--- config.mk ---
export PLATFORM = sky130hd
export DESIGN_NAME = twb_core
export DESIGN_NICKNAME = d
export VERILOG_FILES = /design/src/rtl/twb_pkg.sv /design/src/rtl/bus_lines_if.sv /design/src/rtl/noise_filter.sv /design/src/rtl/twb_core.sv
export VERILOG_INCLUDE_DIRS = /design/src /design/src/rtl
export SDC_FILE = /design/constraint.sdc
export NUM_CORES = 1
export LEC_CHECK = 0
export CORE_AREA = 5 5 189 191
export CTS_CLUSTER_DIAMETER = 50
export DETAILED_ROUTE_END_ITERATION = 8
export DIE_AREA = 0 0 194 196
export DONT_BUFFER_PORTS = 1
export PLACE_DENSITY_LB_ADDON = 0.1
export SETUP_SLACK_MARGIN = 0.3
export SYNTH_ARGS = -nofsm -noshare
export SYNTH_HDL_FRONTEND = slang
export SYNTH_SLANG_ARGS = --single-unit
--- constraint.sdc ---
create_clock -name pclk -period 3.4 [get_ports pclk]
set_input_delay 0.34 -clock pclk [delete_from_list [all_inputs] [get_ports pclk]]
set_output_delay 0.34 -clock pclk [all_outputs]
set_load 0.05 [all_outputs]
--- src/rtl/twb_params.svh ---
// Offsets, field positions, reset values and timing counts of the two-wire bus engine.
// Assumes a byte-addressed APB slave with 32-bit data.
`ifndef TWB_PARAMS_SVH
`define TWB_PARAMS_SVH
`define OFF_CTRL      8'h00
`define OFF_STAT      8'h04
`define OFF_DATA      8'h08
`define OFF_PER       8'h0c
`define OFF_ADDR      8'h10
`define CTRL_EN       0
`define CTRL_MST      1
`define CTRL_TRS      2
`define CTRL_REXT     3
`define CTRL_ACK      4
`define CTRL_START    5
`define CTRL_STOP     6
`define PER_RST       9'h100
`define ADDR_RST      7'h00
`define SCLO_MIN      9'h01c
`define SCLO_MAX      9'h100
`define MST_DLY       9'h003
`define STO_EXTRA     9'h002
`define BUF_LESS      9'h001
`define RISE_ALLOW0   9'h008
`define RISE_ALLOW1   9'h012
`define SYNC_LAT      9'h003
`define SLV_SETUP0    4'h6
`define SLV_SETUP1    4'hc
`define SLV_LAT       4'h4
`define CLK_MHZ       250
`define MIN_CLK_MHZ   5
`endif

--- src/rtl/twb_pkg.sv ---
// Types of the two-wire bus engine: sequencer states and the packed state records.
// Assumes the constants of twb_params.svh are included where numbers are needed.
package twb_pkg;
    typedef enum logic [3:0] {
        ST_IDLE, ST_STA_HOLD, ST_WAIT, ST_LOW, ST_HIGH,
        ST_RS_LOW, ST_RS_HIGH, ST_STO_LOW, ST_STO_HIGH, ST_BUF
    } seq_t;

    typedef struct packed {
        seq_t        st;
        logic [8:0]  cnt;
        logic        en;
        logic        mst;
        logic        transmit_direction_bit;
        logic        rext;
        logic        ack_out;
        logic        start_req;
        logic        stop_req;
        logic [8:0]  per;
        logic [6:0]  own;
        logic [7:0]  txh;
        logic [7:0]  rxh;
        logic [7:0]  sh;
        logic        tx_full;
        logic        rx_full;
        logic        rx_go;
        logic        rx_pend;
        logic [3:0]  bitn;
        logic        ack_in;
        logic        bus_occupied_flag;
        logic        scl_oe;
        logic        sda_oe;
        logic        scl_p;
        logic        sda_p;
        logic        sl_act;
        logic        sl_sel;
        logic        sl_tx;
        logic        sl_addr;
        logic        sl_pend;
        logic        sl_nxt;
        logic [3:0]  sl_dly;
        logic [31:0] prdata;
    } core_state_t;

    typedef struct packed {
        logic [1:0] s0;
        logic [1:0] l1;
        logic [1:0] l2;
        logic [1:0] clean;
    } filt_state_t;
endpackage

--- src/rtl/bus_lines_if.sv ---
// Carrier between the core and its input filter: raw and filtered line levels.
// Bit 1 is SCL and bit 0 is SDA in both vectors.
`timescale 1ns/1ps
interface bus_lines_if;
    logic [1:0] raw;
    logic [1:0] clean;
    modport filt (input raw, output clean);
    modport core (output raw, input clean);
endinterface

--- src/rtl/noise_filter.sv ---
// Synchroniser and agreement filter for the SCL and SDA inputs.
// Assumes raw levels arrive asynchronously from the pads.
`timescale 1ns/1ps
module noise_filter (
    input  wire logic pclk,
    input  wire logic presetn,
    bus_lines_if.filt lines
);
    twb_pkg::filt_state_t q;
    twb_pkg::filt_state_t d;

    // The first stage only feeds the second, so metastability never reaches the comparator.
    always_comb begin
        d = q;
        d.s0 = lines.raw;
        d.l1 = q.s0;
        d.l2 = q.l1;
        d.clean = (q.l1 & ~(q.l1 ^ q.l2)) | (q.clean & (q.l1 ^ q.l2));
    end

    always_ff @(posedge pclk or negedge presetn) begin
        if (!presetn) begin
            q <= '1;
        end else begin
            q <= d;
        end
    end

    assign lines.clean = q.clean;
endmodule

--- src/rtl/twb_core.sv ---
// Two-wire bus engine, master or slave, with its registers on APB.
// Assumes open-drain pads with pull-ups outside; all timing counts are pclk cycles.
`timescale 1ns/1ps
`include "twb_params.svh"
// Notes on behaviour
// - Start then instant stop gives no promised waveform.
// - Busy flag may set before SCL low.
// - Data write with transmit starts next transfer.
// - Data read with receive starts next transfer.
// - SCL period selectable from 28 to 256.
// - High and low phases each half period.
// - Bus free and start hold: half minus one.
// - Repeated start setup is one full period.
// - Stop setup is half period plus two.
// - Master data valid three cycles after fall.
// - Slave setup is low minus 6 or 12.
// - SDA held three cycles after SCL falls.
// - Inputs sampled on pclk; needs 5 MHz.
// - Master waits for SCL high every bit.
// - Rise allowance 7.5 or 17.5 cycles.
// - Two latches must agree before forwarding.
// - Clearing enable initialises sequencer and pins.
module twb_core (
    input  wire logic        pclk,
    input  wire logic        presetn,
    input  wire logic        psel,
    input  wire logic        penable,
    input  wire logic        pwrite,
    input  wire logic [7:0]  paddr,
    input  wire logic [31:0] pwdata,
    output logic      [31:0] prdata,
    output logic             pready,
    output logic             pslverr,
    input  wire logic        scl_i,
    output logic             scl_o,
    output logic             scl_oe,
    input  wire logic        sda_i,
    output logic             sda_o,
    output logic             sda_oe
);
    twb_pkg::core_state_t q;
    twb_pkg::core_state_t d;
    bus_lines_if          lines ();
    logic                 scl_in;
    logic                 sda_in;
    logic                 rd_acc;
    logic                 wr_acc;
    logic                 mapped;
    logic                 stall;
    logic                 scl_rise;
    logic                 scl_fall;
    logic                 start_det;
    logic                 stop_det;
    logic [8:0]           half;
    logic [8:0]           hm1;
    logic [8:0]           allow;
    logic [8:0]           per_w;

    assign lines.raw = {scl_i, sda_i};

    // Both lines are synchronised to pclk; at 250 MHz the 5 MHz floor is far away.
    noise_filter noise_filter_inst (
        .pclk    (pclk),
        .presetn (presetn),
        .lines   (lines)
    );

    assign scl_in    = lines.clean[1];
    assign sda_in    = lines.clean[0];
    assign scl_rise  = scl_in & ~q.scl_p;
    assign scl_fall  = ~scl_in & q.scl_p;
    assign start_det = scl_in & q.scl_p & q.sda_p & ~sda_in;
    assign stop_det  = scl_in & q.scl_p & ~q.sda_p & sda_in;
    assign rd_acc    = psel & penable & ~pwrite;
    assign wr_acc    = psel & penable & pwrite;
    assign mapped    = (paddr == `OFF_CTRL) | (paddr == `OFF_STAT) | (paddr == `OFF_DATA) |
                       (paddr == `OFF_PER) | (paddr == `OFF_ADDR);
    assign pready    = 1'h1;
    assign pslverr   = psel & penable & ~mapped;
    assign half      = {1'h0, q.per[8:1]};
    assign hm1       = half - 9'h001;
    assign allow     = (q.rext ? `RISE_ALLOW1 : `RISE_ALLOW0) + `SYNC_LAT;
    assign stall     = ~scl_in & ((q.cnt >= allow) | (q.cnt >= hm1));
    assign per_w     = (pwdata[31:9] != 23'h0 || pwdata[8:0] > `SCLO_MAX) ? `SCLO_MAX :
                       (pwdata[8:0] < `SCLO_MIN) ? `SCLO_MIN : pwdata[8:0];

    always_comb begin
        d = q;
        d.scl_p = scl_in;
        d.sda_p = sda_in;
        // The flag follows the bus lines, so it can rise before our own SCL has fallen.
        if (start_det) begin
            d.bus_occupied_flag = 1'h1;
        end else if (stop_det) begin
            d.bus_occupied_flag = 1'h0;
        end
        if (psel && !penable && !pwrite) begin
            case (paddr)
                `OFF_CTRL: d.prdata = {27'h0, q.ack_out, q.rext, q.transmit_direction_bit, q.mst, q.en};
                `OFF_STAT: d.prdata = {24'h0, q.sl_sel, q.st == twb_pkg::ST_WAIT, sda_in, scl_in,
                                       q.ack_in, q.rx_full, q.tx_full, q.bus_occupied_flag};
                `OFF_DATA: d.prdata = {24'h0, q.rxh};
                `OFF_PER:  d.prdata = {23'h0, q.per};
                `OFF_ADDR: d.prdata = {25'h0, q.own};
                default:   d.prdata = 32'h0;
            endcase
        end
        if (rd_acc && paddr == `OFF_DATA && q.en && !q.transmit_direction_bit) begin
            d.rx_full = 1'h0;
            d.rx_go = 1'h1;
            if (q.rx_pend) begin
                d.rxh = q.sh;
                d.rx_full = 1'h1;
                d.rx_pend = 1'h0;
            end
        end
        if (q.en && q.mst) begin
            case (q.st)
                twb_pkg::ST_IDLE: begin
                    d.cnt = 9'h000;
                    if (q.start_req && !q.bus_occupied_flag) begin
                        d.start_req = 1'h0;
                        d.sda_oe = 1'h1;
                        d.st = twb_pkg::ST_STA_HOLD;
                    end else begin
                        d.stop_req = 1'h0;
                    end
                end
                twb_pkg::ST_STA_HOLD: begin
                    d.cnt = q.cnt + 9'h001;
                    if (q.cnt == hm1 - 9'h001) begin
                        d.scl_oe = 1'h1;
                        d.cnt = 9'h000;
                        d.st = twb_pkg::ST_WAIT;
                    end
                end
                twb_pkg::ST_WAIT: begin
                    d.cnt = 9'h000;
                    // A stop queued behind a start is only served once SCL is held low.
                    if (q.stop_req) begin
                        d.stop_req = 1'h0;
                        d.st = twb_pkg::ST_STO_LOW;
                    end else if (q.start_req) begin
                        d.start_req = 1'h0;
                        d.st = twb_pkg::ST_RS_LOW;
                    end else if (q.transmit_direction_bit && q.tx_full) begin
                        d.sh = q.txh;
                        d.tx_full = 1'h0;
                        d.bitn = 4'h0;
                        d.st = twb_pkg::ST_LOW;
                    end else if (!q.transmit_direction_bit && d.rx_go && !d.rx_pend) begin
                        d.rx_go = 1'h0;
                        d.bitn = 4'h0;
                        d.st = twb_pkg::ST_LOW;
                    end
                end
                twb_pkg::ST_LOW: begin
                    d.cnt = q.cnt + 9'h001;
                    if (q.cnt == `MST_DLY - 9'h001) begin
                        d.sda_oe = (q.bitn < 4'h8) ? (q.transmit_direction_bit & ~q.sh[7]) : (~q.transmit_direction_bit & ~q.ack_out);
                    end
                    if (q.cnt == hm1) begin
                        d.scl_oe = 1'h0;
                        d.cnt = 9'h000;
                        d.st = twb_pkg::ST_HIGH;
                    end
                end
                twb_pkg::ST_HIGH: begin
                    if (!stall) begin
                        d.cnt = q.cnt + 9'h001;
                    end
                    if (scl_in && q.cnt >= hm1) begin
                        d.scl_oe = 1'h1;
                        d.cnt = 9'h000;
                        d.bitn = q.bitn + 4'h1;
                        d.st = twb_pkg::ST_LOW;
                        if (q.bitn == 4'h8) begin
                            d.bitn = 4'h0;
                            d.ack_in = sda_in;
                            d.st = twb_pkg::ST_WAIT;
                            if (!q.transmit_direction_bit) begin
                                if (!d.rx_full) begin
                                    d.rxh = q.sh;
                                    d.rx_full = 1'h1;
                                    d.rx_go = 1'h1;
                                end else begin
                                    d.rx_pend = 1'h1;
                                end
                            end
                        end else begin
                            d.sh = {q.sh[6:0], sda_in};
                        end
                    end
                end
                twb_pkg::ST_RS_LOW, twb_pkg::ST_STO_LOW: begin
                    d.cnt = q.cnt + 9'h001;
                    if (q.cnt == `MST_DLY - 9'h001) begin
                        d.sda_oe = (q.st == twb_pkg::ST_STO_LOW);
                    end
                    if (q.cnt == hm1) begin
                        d.scl_oe = 1'h0;
                        d.cnt = 9'h000;
                        d.st = (q.st == twb_pkg::ST_RS_LOW) ? twb_pkg::ST_RS_HIGH : twb_pkg::ST_STO_HIGH;
                    end
                end
                twb_pkg::ST_RS_HIGH: begin
                    if (scl_in) begin
                        d.cnt = q.cnt + 9'h001;
                    end
                    if (scl_in && q.cnt == q.per - 9'h001) begin
                        d.sda_oe = 1'h1;
                        d.cnt = 9'h000;
                        d.st = twb_pkg::ST_STA_HOLD;
                    end
                end
                twb_pkg::ST_STO_HIGH: begin
                    if (scl_in) begin
                        d.cnt = q.cnt + 9'h001;
                    end
                    if (scl_in && q.cnt == half + `STO_EXTRA - 9'h001) begin
                        d.sda_oe = 1'h0;
                        d.cnt = 9'h000;
                        d.st = twb_pkg::ST_BUF;
                    end
                end
                twb_pkg::ST_BUF: begin
                    d.cnt = q.cnt + 9'h001;
                    // Bus free is short of the bus standard; software spaces stop and start.
                    if (q.cnt == hm1 - `BUF_LESS) begin
                        d.cnt = 9'h000;
                        d.st = twb_pkg::ST_IDLE;
                    end
                end
                default: d.st = twb_pkg::ST_IDLE;
            endcase
        end
        if (q.en && !q.mst) begin
            if (start_det) begin
                d.sl_act = 1'h1;
                d.sl_sel = 1'h0;
                d.sl_addr = 1'h1;
                d.sl_pend = 1'h0;
                d.bitn = 4'h0;
                d.sda_oe = 1'h0;
            end else if (stop_det) begin
                d.sl_act = 1'h0;
                d.sl_sel = 1'h0;
                d.sl_pend = 1'h0;
                d.sda_oe = 1'h0;
            end else if (q.sl_act && scl_rise) begin
                if (q.bitn < 4'h8) begin
                    d.sh = {q.sh[6:0], sda_in};
                end else begin
                    d.ack_in = sda_in;
                end
            end else if (q.sl_act && scl_fall) begin
                d.sl_pend = 1'h1;
                d.sl_dly = (q.rext ? `SLV_SETUP1 : `SLV_SETUP0) - `SLV_LAT;
                d.bitn = q.bitn + 4'h1;
                d.sl_nxt = q.sl_sel & q.sl_tx & ~q.sl_addr & ~q.sh[7];
                if (q.bitn == 4'h7) begin
                    d.sl_nxt = 1'h0;
                    if (q.sl_addr) begin
                        d.sl_addr = 1'h0;
                        d.sl_sel = (q.sh[7:1] == q.own);
                        d.sl_tx = q.sh[0];
                        d.sl_nxt = (q.sh[7:1] == q.own);
                    end else if (q.sl_sel && !q.sl_tx) begin
                        d.rxh = q.sh;
                        d.rx_full = 1'h1;
                        d.sl_nxt = ~q.ack_out;
                    end
                end else if (q.bitn == 4'h8) begin
                    d.bitn = 4'h0;
                    d.sl_nxt = 1'h0;
                    if (q.sl_sel && q.sl_tx) begin
                        d.sh = q.txh;
                        d.tx_full = 1'h0;
                        d.sl_nxt = ~q.txh[7];
                    end
                end
            end
            if (q.sl_pend) begin
                d.sl_dly = q.sl_dly - 4'h1;
                if (q.sl_dly == 4'h0) begin
                    d.sl_pend = 1'h0;
                    d.sda_oe = q.sl_nxt;
                end
            end
        end
        // Register contents survive; only the transfer machinery is put back to rest.
        if (!q.en) begin
            d.st = twb_pkg::ST_IDLE;
            d.cnt = 9'h000;
            d.scl_oe = 1'h0;
            d.sda_oe = 1'h0;
            d.tx_full = 1'h0;
            d.rx_full = 1'h0;
            d.rx_go = 1'h0;
            d.rx_pend = 1'h0;
            d.bitn = 4'h0;
            d.start_req = 1'h0;
            d.stop_req = 1'h0;
            d.sl_act = 1'h0;
            d.sl_sel = 1'h0;
            d.sl_pend = 1'h0;
        end
        if (wr_acc) begin
            case (paddr)
                `OFF_CTRL: begin
                    d.en = pwdata[`CTRL_EN];
                    d.mst = pwdata[`CTRL_MST];
                    d.transmit_direction_bit = pwdata[`CTRL_TRS];
                    d.rext = pwdata[`CTRL_REXT];
                    d.ack_out = pwdata[`CTRL_ACK];
                    d.start_req = d.start_req | pwdata[`CTRL_START];
                    d.stop_req = d.stop_req | pwdata[`CTRL_STOP];
                end
                `OFF_DATA: begin
                    d.txh = pwdata[7:0];
                    d.tx_full = d.tx_full | (q.en & q.transmit_direction_bit);
                end
                `OFF_PER:  d.per = per_w;
                `OFF_ADDR: d.own = pwdata[6:0];
                default: ;
            endcase
        end
    end

    always_ff @(posedge pclk or negedge presetn) begin
        if (!presetn) begin
            q <= '0;
            q.per <= `PER_RST;
            q.own <= `ADDR_RST;
            q.scl_p <= 1'h1;
            q.sda_p <= 1'h1;
        end else begin
            q <= d;
        end
    end

    assign prdata = q.prdata;
    assign scl_o  = 1'h0;
    assign sda_o  = 1'h0;
    assign scl_oe = q.scl_oe;
    assign sda_oe = q.sda_oe;
endmodule

## Yosys cells after proc, flatten, opt, wreduce, memory -nomap -nowiden

Cells that the tools add are included.

| cells by class | value |
|---|---|
| add/sub/neg operators | 10 |
| muxes and demuxes | 143 |
| equality and inequality tests | 46 |
| $lt $le $gt $ge | 5 |
| bitwise gates (word level) | 45 |
| reduce and logical (&&, ||, !) cells | 50 |

Operators by type and width:

| cell | number |
|---|---|
| 8-bit two-way mux | 17 |
| 13-bit two-way mux | 9 |
| 9-bit two-way mux | 13 |
| 18-bit two-way mux | 4 |
| 9-bit case mux with 8 select lines | 1 |
| 4-bit two-way mux | 17 |
| 1-bit two-way mux | 50 |
| 9-bit case mux with 5 select lines | 1 |
| 9-bit equality test | 4 |
| 4-bit case mux with 9 select lines | 1 |
| 9-bit by 1-bit subtractor with 9-bit output (second input constant) | 3 |
| 26-bit two-way mux | 1 |
| 25-bit two-way mux | 1 |
| 5-bit two-way mux | 5 |
| 5-bit AND reduction | 5 |
| 3-bit != test (second input constant) | 8 |
| 23-bit nonzero test | 1 |
| 4-bit by 3-bit equality test with 1-bit output (second input constant) | 5 |
| 2-bit two-way mux | 10 |
| 1-bit bitwise AND | 18 |
| 1-bit logical AND | 18 |
| 8-bit by 4-bit equality test with 1-bit output (second input constant) | 2 |
| 16-bit two-way mux | 1 |
| 8-bit case mux with 2 select lines | 1 |
| 53 further kinds | 103 |

| word-level totals | value |
|---|---|
| bits of input ports | 47 |
| register bits | 124 |
| output and inout port bits | 38 |

## Depth between registers and ports, before layout

Gate-level depths: netlist (run 1).

| logic depth | value |
|---|---|
| depth after elaboration | 26 |
| gate-level depth with buffers | 16 |
| gate-level depth less buffers | 14 |

## By module

Synthesis (run 1) repeated with hierarchy kept, for this count alone.

| unflattened totals | value |
|---|---|
| cell total of the unflattened synthesis | 895 |
| area, all modules | 7,697.4 sq um |

By module, submodules not included:

| module | area each (sq um) | sequential area each (sq um) | cells an instance | instances |
|---|---|---|---|---|
| twb_core | 7,449.6 | 2,331.0 | 883 | 1 |
| noise_filter | 247.7 | 210.2 | 12 | 1 |

## Worst setup path after synthesis (run 1)

OpenSTA, ideal clock, no wires.

| path | value |
|---|---|
| kind | reg2reg |
| start | register q (netlist bit half[0]) |
| end | register q[64] (netlist name) |
| cell stages (with the launch flop) | 16 |
| period minus slack after synthesis | 3,704 ps |
| path slack | -304 ps |
| arrival | 3,579 ps |
| library setup time | 125 ps |
| data required time | 3,275 ps |
| buffers on the path | 2 |
| cells stage by stage | dfrtp_1 -> clkbuf_1 -> inv_1 -> ha_1 -> buf_2 -> nor3b_1 -> xnor2_1 -> ha_1 -> and4_1 -> nor2_1 -> a22oi_1 -> o211ai_1 -> a21oi_1 -> a32o_1 -> a21oi_4 -> mux2_2 |

RTL lines:

| element | line | RTL |
|---|---|---|
| start: declaration | twb_core.sv:41 | `twb_pkg::core_state_t q;` |

==> impl_metrics.toml, run 1 <==
[clock_tree]
htree_levels = 3
cts_tree = "built"
clk_latency_ns = 0.37
cts.sinks = 101
root_buffer = "clkbuf_16"
clk_pin_slew_ns = 0.08
cts_buffers = 9
clock_path_buffers = 2

[die]
die_h_um = 196
num_rows = 68
pin_count = 85
die_x_um = 194
dieArea_um2 = 38000
start_util_pct = 22.7
core_area_um2 = 33900

[job]
max_cap_viol_count = 0

[logic_synthesis]
yosys.area.top_type_share_pct = 29.3
synth-edff-count = 0
synth_area_leader_cell = "dfrtp_1"
synth_cells = 887
async_reset_ff_share_pct = 100
synthesis.area_um2 = 7690
synth_fa_ha_area_share_pct = 3.51
synth_top_family_by_area = "compound AO/OA/AOI/OAI gates"
ys.flop_type = "dfrtp_1"
yosys.cell_types.count = 86
synth_mux_area_share_pct = 8.13
syn_avg_cell_area_um2 = 8.68
yosys_warnings = 0
synth_area_leaders = "dfrtp_1, o21ai_0, mux2_2"
ys_seq_area_share_pct = 33.0
synth_compound_area_share_pct = 21.8
synth_xor_area_share_pct = 5.02
ys_seq_elements = 101
synth_simple_gate_area_share_pct = 20.9

[final_layout]
fin_nets = 987
layout-drive-gt1-share_pct = 24.4
antenna_cells = 0
final_cell_mix = "dfrtp_1, nand2_1, buf_4"
stdcell_count = 1380
final_common_cell = "dfrtp_1"
multi_input_area_um2 = 5040
syn_to_final_growth_pct = 21.0
seq_area_um2 = 2540
nFillCells = 3679

[worst_setup_path]
path_max_fanout = 8
worstSetupEndpointType = "register"
critPathArrivalTime_ns = 3.57
crit_required_ns = 3.65
startpoint_type = "register"
critical_path_class = "register to register"
max_stage_delay_ns = 0.53
worst_path_max_delay_cell = "or4_4"
crit_chain = "or4_4 -> or3_4 -> ha_4 -> a21boi_0 -> buf_4 -> o21ai_0 -> a21oi_2 -> buf_6 -> a32o_2 -> a21oi_4 -> buf_12 -> mux2_4"
reg2reg_slack_ns = 0.08

[sta]
fin_crit_ns = 3.32
rsz0062_at_grt = "true"
slew_viol_final = 0
worstMarginPinSlew_ns = 0.866
hold_viol = 0
hold_ws_ns = 0.0972
fmax_mhz = 301
layout_setup_ws_ns = 0.0803
timing.final.crit_share_pct = 97.6
skew_ns = 0.0197
setup_violations = 0
slew_headroom_pct = 42.0

[place]
pre_cts_ws_ns = -0.0252
hpwl_mm = 21.1
dp_cells = 1343
routabilityCongestion = 0.761
port_buffers = 0

[global_routing]
grt_max_degree = 102
grt_use_total_pct = 14.4
grt_pass1_wl_mm = 42.9
antenna_found_initial = 0
grt-ovfl-total = 0
grt_pass1_vias = 6753

[route]
num_vias = 6879
dr.pass1.iters = 5
drt_iter0_markers = 416
vias_per_cell = 4.98
wl_per_cell_um = 20.4
route.antenna.remaining_nets = 0
drcViolationCount = 0
wl_mm = 28.2

[power]
power_leakage_nw = 3.89
worst_ir_drop_vdd_mv = 0.268
power_density_nw_per_um2 = 399

[run_status]
outcome = "completed"

[min_path]
hold_class = "input pin to register"
cells in the mapped netlist (7+ instances only):
library cell	number
nor2_1	55
a22oi_1	10
ha_1	20
a221o_1	9
mux2_2	34
a31o_2	8
buf_4	35
a211oi_1	9
nand4_1	11
nand3_1	24
inv_1	21
nand2_1	83
and3_1	9
nand2b_1	12
a22o_1	9
dfrtp_1	90
nor3b_1	8
a31oi_1	7
xor2_1	13
a21oi_1	31
clkbuf_1	50
xnor2_1	26
and2_1	9
nor4_1	13
o211ai_1	10
or3_1	8
o21ai_0	83
nor2b_1	11
mux2i_1	22
dfstp_2	11
nor3_1	25
cells by family (layout without fill, tap and decap cells):
kind of cell	count (synthesis)	after routing
compound gates	242	242
xor+xnor	41	41
fa+ha+maj	22	22
buf+inv	114	128
flops	101	101
mux	58	58
other cells	2	26
simple gates	307	307
report_power, final:
part           switching (W)  internal [W]
clock network       0.000588      0.000528
registers           0.000168       0.00127
logic               0.000674      0.000482
total                0.00143       0.00228
through the flow:
step / power, W / setup TNS, ns / util [%] / cell area, um^2
after floorplan: 0.00212 / 0 / - / 7880
after global placement: 0.00244 / -0.106 / 24.9 / 8450
after detailed placement: 0.00243 / -0.111 / 24.9 / 8450
after CTS: 0.00370 / 0 / 26.8 / 9100
after global routing: 0.00392 / -0.00368 / 27.4 / 9310
final: 0.00371 / 0 / 27.4 / 9310
cell type report:
type	instances	share of cell area [%]
clock inverter	7	0.967
inverter	21	0.954
clock buffer	9	2.42
sequential	101	27.3
timing repair buffer	91	8.09
tap	455	6.11
multi-input combinational	696	54.1
metal layers:
| metal | up-vias | wire length, um | track usage (%) |
|---|---|---|---|
| met5 | - | 0 | 0 |
| met4 | 0 | 341 | 3.15 |
| met3 | 23 | 853 | 1.77 |
| met2 | 115 | 13700 | 24.0 |
| met1 | 3465 | 13300 | 20.1 |
| li1 | 3276 | - | - |
sequential cells by signal, indices dropped and copies added (netlist names), named ones only:
register             count
half                     8
noise_filter_inst.q      2
scl_oe                   1
prdata                   9
noise_filter_inst.d      4
sda_oe                   1
q                       74
worst max-delay path, delay by kind of cell (launching register included):
kind	cells	cell delay [ns]
simple gates	2	0.89
mux	1	0.30
compound gates	5	0.95
flops	1	0.38
buf+inv	3	0.46
fa+ha+maj	1	0.23
path summary, 6_finish.rpt:
path,start,end,cells past startpoint
worst max register to register,half[6],q[70],12
min in group asynchronous,presetn,q[76],2
max in group asynchronous,presetn,asynchronous set/reset pin,2
worst min-delay path,pwdata[3],q[99],2
worst min register to register,noise_filter_inst.d[5],noise_filter_inst.d[3],0
worst max-delay path,half[6],q[70],12
timing repair:
| item | 4_1_cts | 5_1_grt |
|---|---|---|
| endpoints found under the hold margin | 103 | 0 |
| hold buffers | 4 | 0 |
| setup endpoints to repair | 37 | 38 |
| setup buffers | 9 | 8 |
| gates resized for setup | 43 | 30 |
| pin swaps | 20 | 32 |
Note: power is estimated with default switching activity, not from simulation.
==> run 2, diff against run 1 <==
--- a/config.mk
+++ b/config.mk
@@ -6,13 +6,14 @@
 export SDC_FILE = /design/constraint.sdc
 export NUM_CORES = 1
 export LEC_CHECK = 0
-export CORE_AREA = 5 5 189 191
+export CORE_AREA = 5 5 155 157
 export CTS_CLUSTER_DIAMETER = 50
 export DETAILED_ROUTE_END_ITERATION = 8
-export DIE_AREA = 0 0 194 196
+export DIE_AREA = 0 0 160 162
 export DONT_BUFFER_PORTS = 1
 export PLACE_DENSITY_LB_ADDON = 0.1
 export SETUP_SLACK_MARGIN = 0.3
 export SYNTH_ARGS = -nofsm -noshare
 export SYNTH_HDL_FRONTEND = slang
+export SYNTH_HIERARCHICAL = 1
 export SYNTH_SLANG_ARGS = --single-unit
==> run 2 against run 1 <==
Via count rose by 0.31%. Clock power about the same. Largest cell class unchanged. Design area fell by 3.7%. Critical path type unchanged. The flow now finishes with violations (negative setup slack). Core utilization up 13 points. Sequential power is 8% lower.
==> impl_metrics.toml, run 2 <==
[run_status]
outcome = "finished with violations"
failed_checks = "negative setup slack"

[place]
routabilityCongestion = 0.829
port_buffers = 0
hpwl_mm = 18.1
dp_cells = 1181
pre_cts_ws_ns = -0.0868

[clock_tree]
root_buffer = "clkbuf_16"
clock_path_buffers = 2
htree_levels = 3
cts_buffers = 9
clk_pin_slew_ns = 0.08
cts.sinks = 101
cts_tree = "built"
clk_latency_ns = 0.36

[min_path]
hold_class = "input pin to register"
hold-path-cell-count = 2

[logic_synthesis]
synth_cells = 895
ys_seq_area_share_pct = 33.0
synth-edff-count = 0
synthesis.area_um2 = 7700
yosys_warnings = 6
ys_seq_elements = 101
synth_simple_gate_area_share_pct = 21.1
yosysMostFrequentCell = "dfrtp_1"
synth_top_family_by_area = "compound AO/OA/AOI/OAI gates"
synth_mux_area_share_pct = 7.48
synth_common_cells = "dfrtp_1, nand2_1, o21ai_0, nor2_1, clkbuf_1"
yosys.area.top_type_share_pct = 29.3
synth_xor_area_share_pct = 4.97
synth_area_leaders = "dfrtp_1, mux2_2, o21ai_0"
syn_avg_cell_area_um2 = 8.60
ys.flop_type = "dfrtp_1"
synth_area_leader_cell = "dfrtp_1"
synth_fa_ha_area_share_pct = 3.69
yosys.cell_types.count = 84
synth_compound_area_share_pct = 21.7
async_reset_ff_share_pct = 100

[route]
route.antenna.remaining_nets = 0
m1WireLength_mm = 12.3
dr_wl_met3_um = 857
num_vias = 6900
wl_met2_mm = 11.6
drcViolationCount = 0
dr.pass1.iters = 6
routed.top_layer = "met4"
vias_per_cell = 5.67
wl_mm = 25.1
wl_per_cell_um = 20.6
drt_iter0_markers = 512

[worst_setup_path]
path_max_fanout = 8
reg2reg_slack_ns = -0.06
critical_path_class = "register to register"
cp_num_buf_inv = 1
max_stage_delay_ns = 0.45
critPathArrivalTime_ns = 3.70
ff2ff_path_depth = 14
worstSetupEndpointType = "register"
crit_required_ns = 3.64
crit_cells = 14
startpoint_type = "register"
worst_path_max_delay_cell = "dfrtp_2"
crit_chain = "inv_8 -> ha_4 -> nor3b_4 -> xnor2_1 -> ha_1 -> and4_1 -> nor2_1 -> a22oi_1 -> o311a_1 -> o311ai_4 -> nand2b_4 -> mux2i_1 -> nand2_1 -> a221o_1"
cp_top_family = "compound AO/OA/AOI/OAI gates"

[power]
switching_power_w = 0.000800
comb_power_share_pct = 7.2
power_leakage_nw = 3.90
swShare_pct = 30.6
sequentialPowerShare_pct = 50.5
worst_ir_drop_vdd_mv = 0.184
power_frac_clock_pct = 42.3
intPower_w = 0.00182
power_density_nw_per_um2 = 292

[global_routing]
grt_pass1_wl_mm = 39.5
grt-ovfl-total = 0
grt_pass1_vias = 6704
antenna_found_initial = 0
grt_use_total_pct = 19.1
grt_max_degree = 102

[sta]
hold_viol = 0
slew_viol_final = 0
rsz0062_at_grt = "true"
timing.final.crit_share_pct = 102
fmax_mhz = 289
worstMarginPinSlew_ns = 1.02
setup_violations = 6
skew_ns = 0.0154
fin_tns_setup_ns = -0.122
fin_crit_ns = 3.46
layout_setup_ws_ns = -0.0601
slew_headroom_pct = 31.5

[final_layout]
stdcell_count = 1217
final_cell_mix = "dfrtp_1, nand2_1, buf_4"
regMostFlops = "q"
final_common_cell = "dfrtp_1"
nFillCells = 2260
largest_register_ffs = 74
syn_to_final_growth_pct = 16.5
layout-drive-gt1-share_pct = 22.1
antenna_cells = 0
post-route-util_pct = 40.1
fin_nets = 994

[die]
die_h_um = 162
dieArea_um2 = 25900
start_util_pct = 34.4
pin_count = 85
die_x_um = 160
num_rows = 55
core_area_um2 = 22400

[job]
max_cap_viol_count = 0
-- run 2: changes by cell type after synthesis, sizes merged, moves of 5 or more --
| cell | change |
|---|---|
| xnor2 | -5 |
| and3 | +12 |
| a21oi | +5 |
| a31o | -8 |
| nand3 | +9 |
| and2 | -6 |
| mux2i | -5 |
| inv | +6 |
| clkbuf | -8 |
| a32oi | -5 |
| o21ai | -14 |
| buf | +7 |
| nor2 | +11 |
| a211oi | -5 |
-- run 2: final timing paths --
path / endpoint / from
max: q[63] / half[0]
min: q[99] / pwdata[3]
max reg2reg: q[63] / half[0]
min reg2reg: noise_filter_inst/d[3] / noise_filter_inst/d[5]
max in group asynchronous: half[3] / presetn
min in group asynchronous: q[35] / presetn
-- run 2: cell families after synthesis --
kind of cell | after synthesis
adders and majority gates | 23
buffers and inverters | 119
and+or+nand+nor | 318
AOI/OAI and AO/OA | 240
muxes | 53
xor gates and xnor gates | 39
DFF | 101
other | 2
-- run 2: metrics by stage --
stage / power, W / instance area (um^2) / hold slack (ns)
2_1_floorplan: 0.00152 / 7900 / 0.0444
3_3_place_gp: 0.00150 / 8260 / 0.0512
3_5_place_dp: 0.00150 / 8260 / 0.0520
4_1_cts: 0.00266 / 8830 / 0.0862
5_1_grt: 0.00273 / 8960 / 0.0981
6_report: 0.00262 / 8960 / 0.103
-- run 2: worst register-to-register path, delay by kind of cell, from the launching register on --
family | cells | cell delay, ns
adders and majority gates | 2 | 0.45
AOI/OAI and AO/OA | 4 | 1.18
DFF | 1 | 0.45
buffers and inverters | 1 | 0.06
and+or+nand+nor | 5 | 0.86
muxes | 1 | 0.23
xor gates and xnor gates | 1 | 0.10
-- run 2: final cells by class --
| class | instances | area [um^2] | share of cell area (%) |
|---|---|---|---|
| clock buffers | 9 | 225 | 2.51 |
| flip-flops and latches | 101 | 2540 | 28.4 |
| repair buffers | 89 | 759 | 8.47 |
| well taps | 285 | 357 | 3.98 |
| clock inverters | 7 | 86.3 | 0.963 |
| inverters | 27 | 109 | 1.21 |
| multi-input cells | 699 | 4880 | 54.5 |
-- run 2: layer usage --
metal | vias up | GRT usage (%)
met1 | 3417 | 27.8
met4 | 0 | 4.30
met2 | 156 | 30.3
met3 | 22 | 2.49
met5 | - | 0
li1 | 3305 | -
-- run 2: power groups by stage --
| stage | sequential (W) | clock, W | combinational [W] |
|---|---|---|---|
| floorplan | 0.00127 | 0 | 0.000242 |
| finish | 0.00132 | 0.00111 | 0.000189 |
| CTS | 0.00132 | 0.00115 | 0.000190 |
| global route | 0.00133 | 0.00120 | 0.000208 |
| detailed placement | 0.00135 | 0 | 0.000157 |
| global placement | 0.00135 | 0 | 0.000156 |
-- run 2: timing repair --
action | in CTS | in global routing
gates resized for setup | 29 | 22
hold endpoints to repair | 103 | 0
hold buffers | 4 | 0
gates cloned | 0 | 0
buffers inserted | 9 | 7
setup endpoints to repair | 38 | 38
pin swaps | 12 | 19
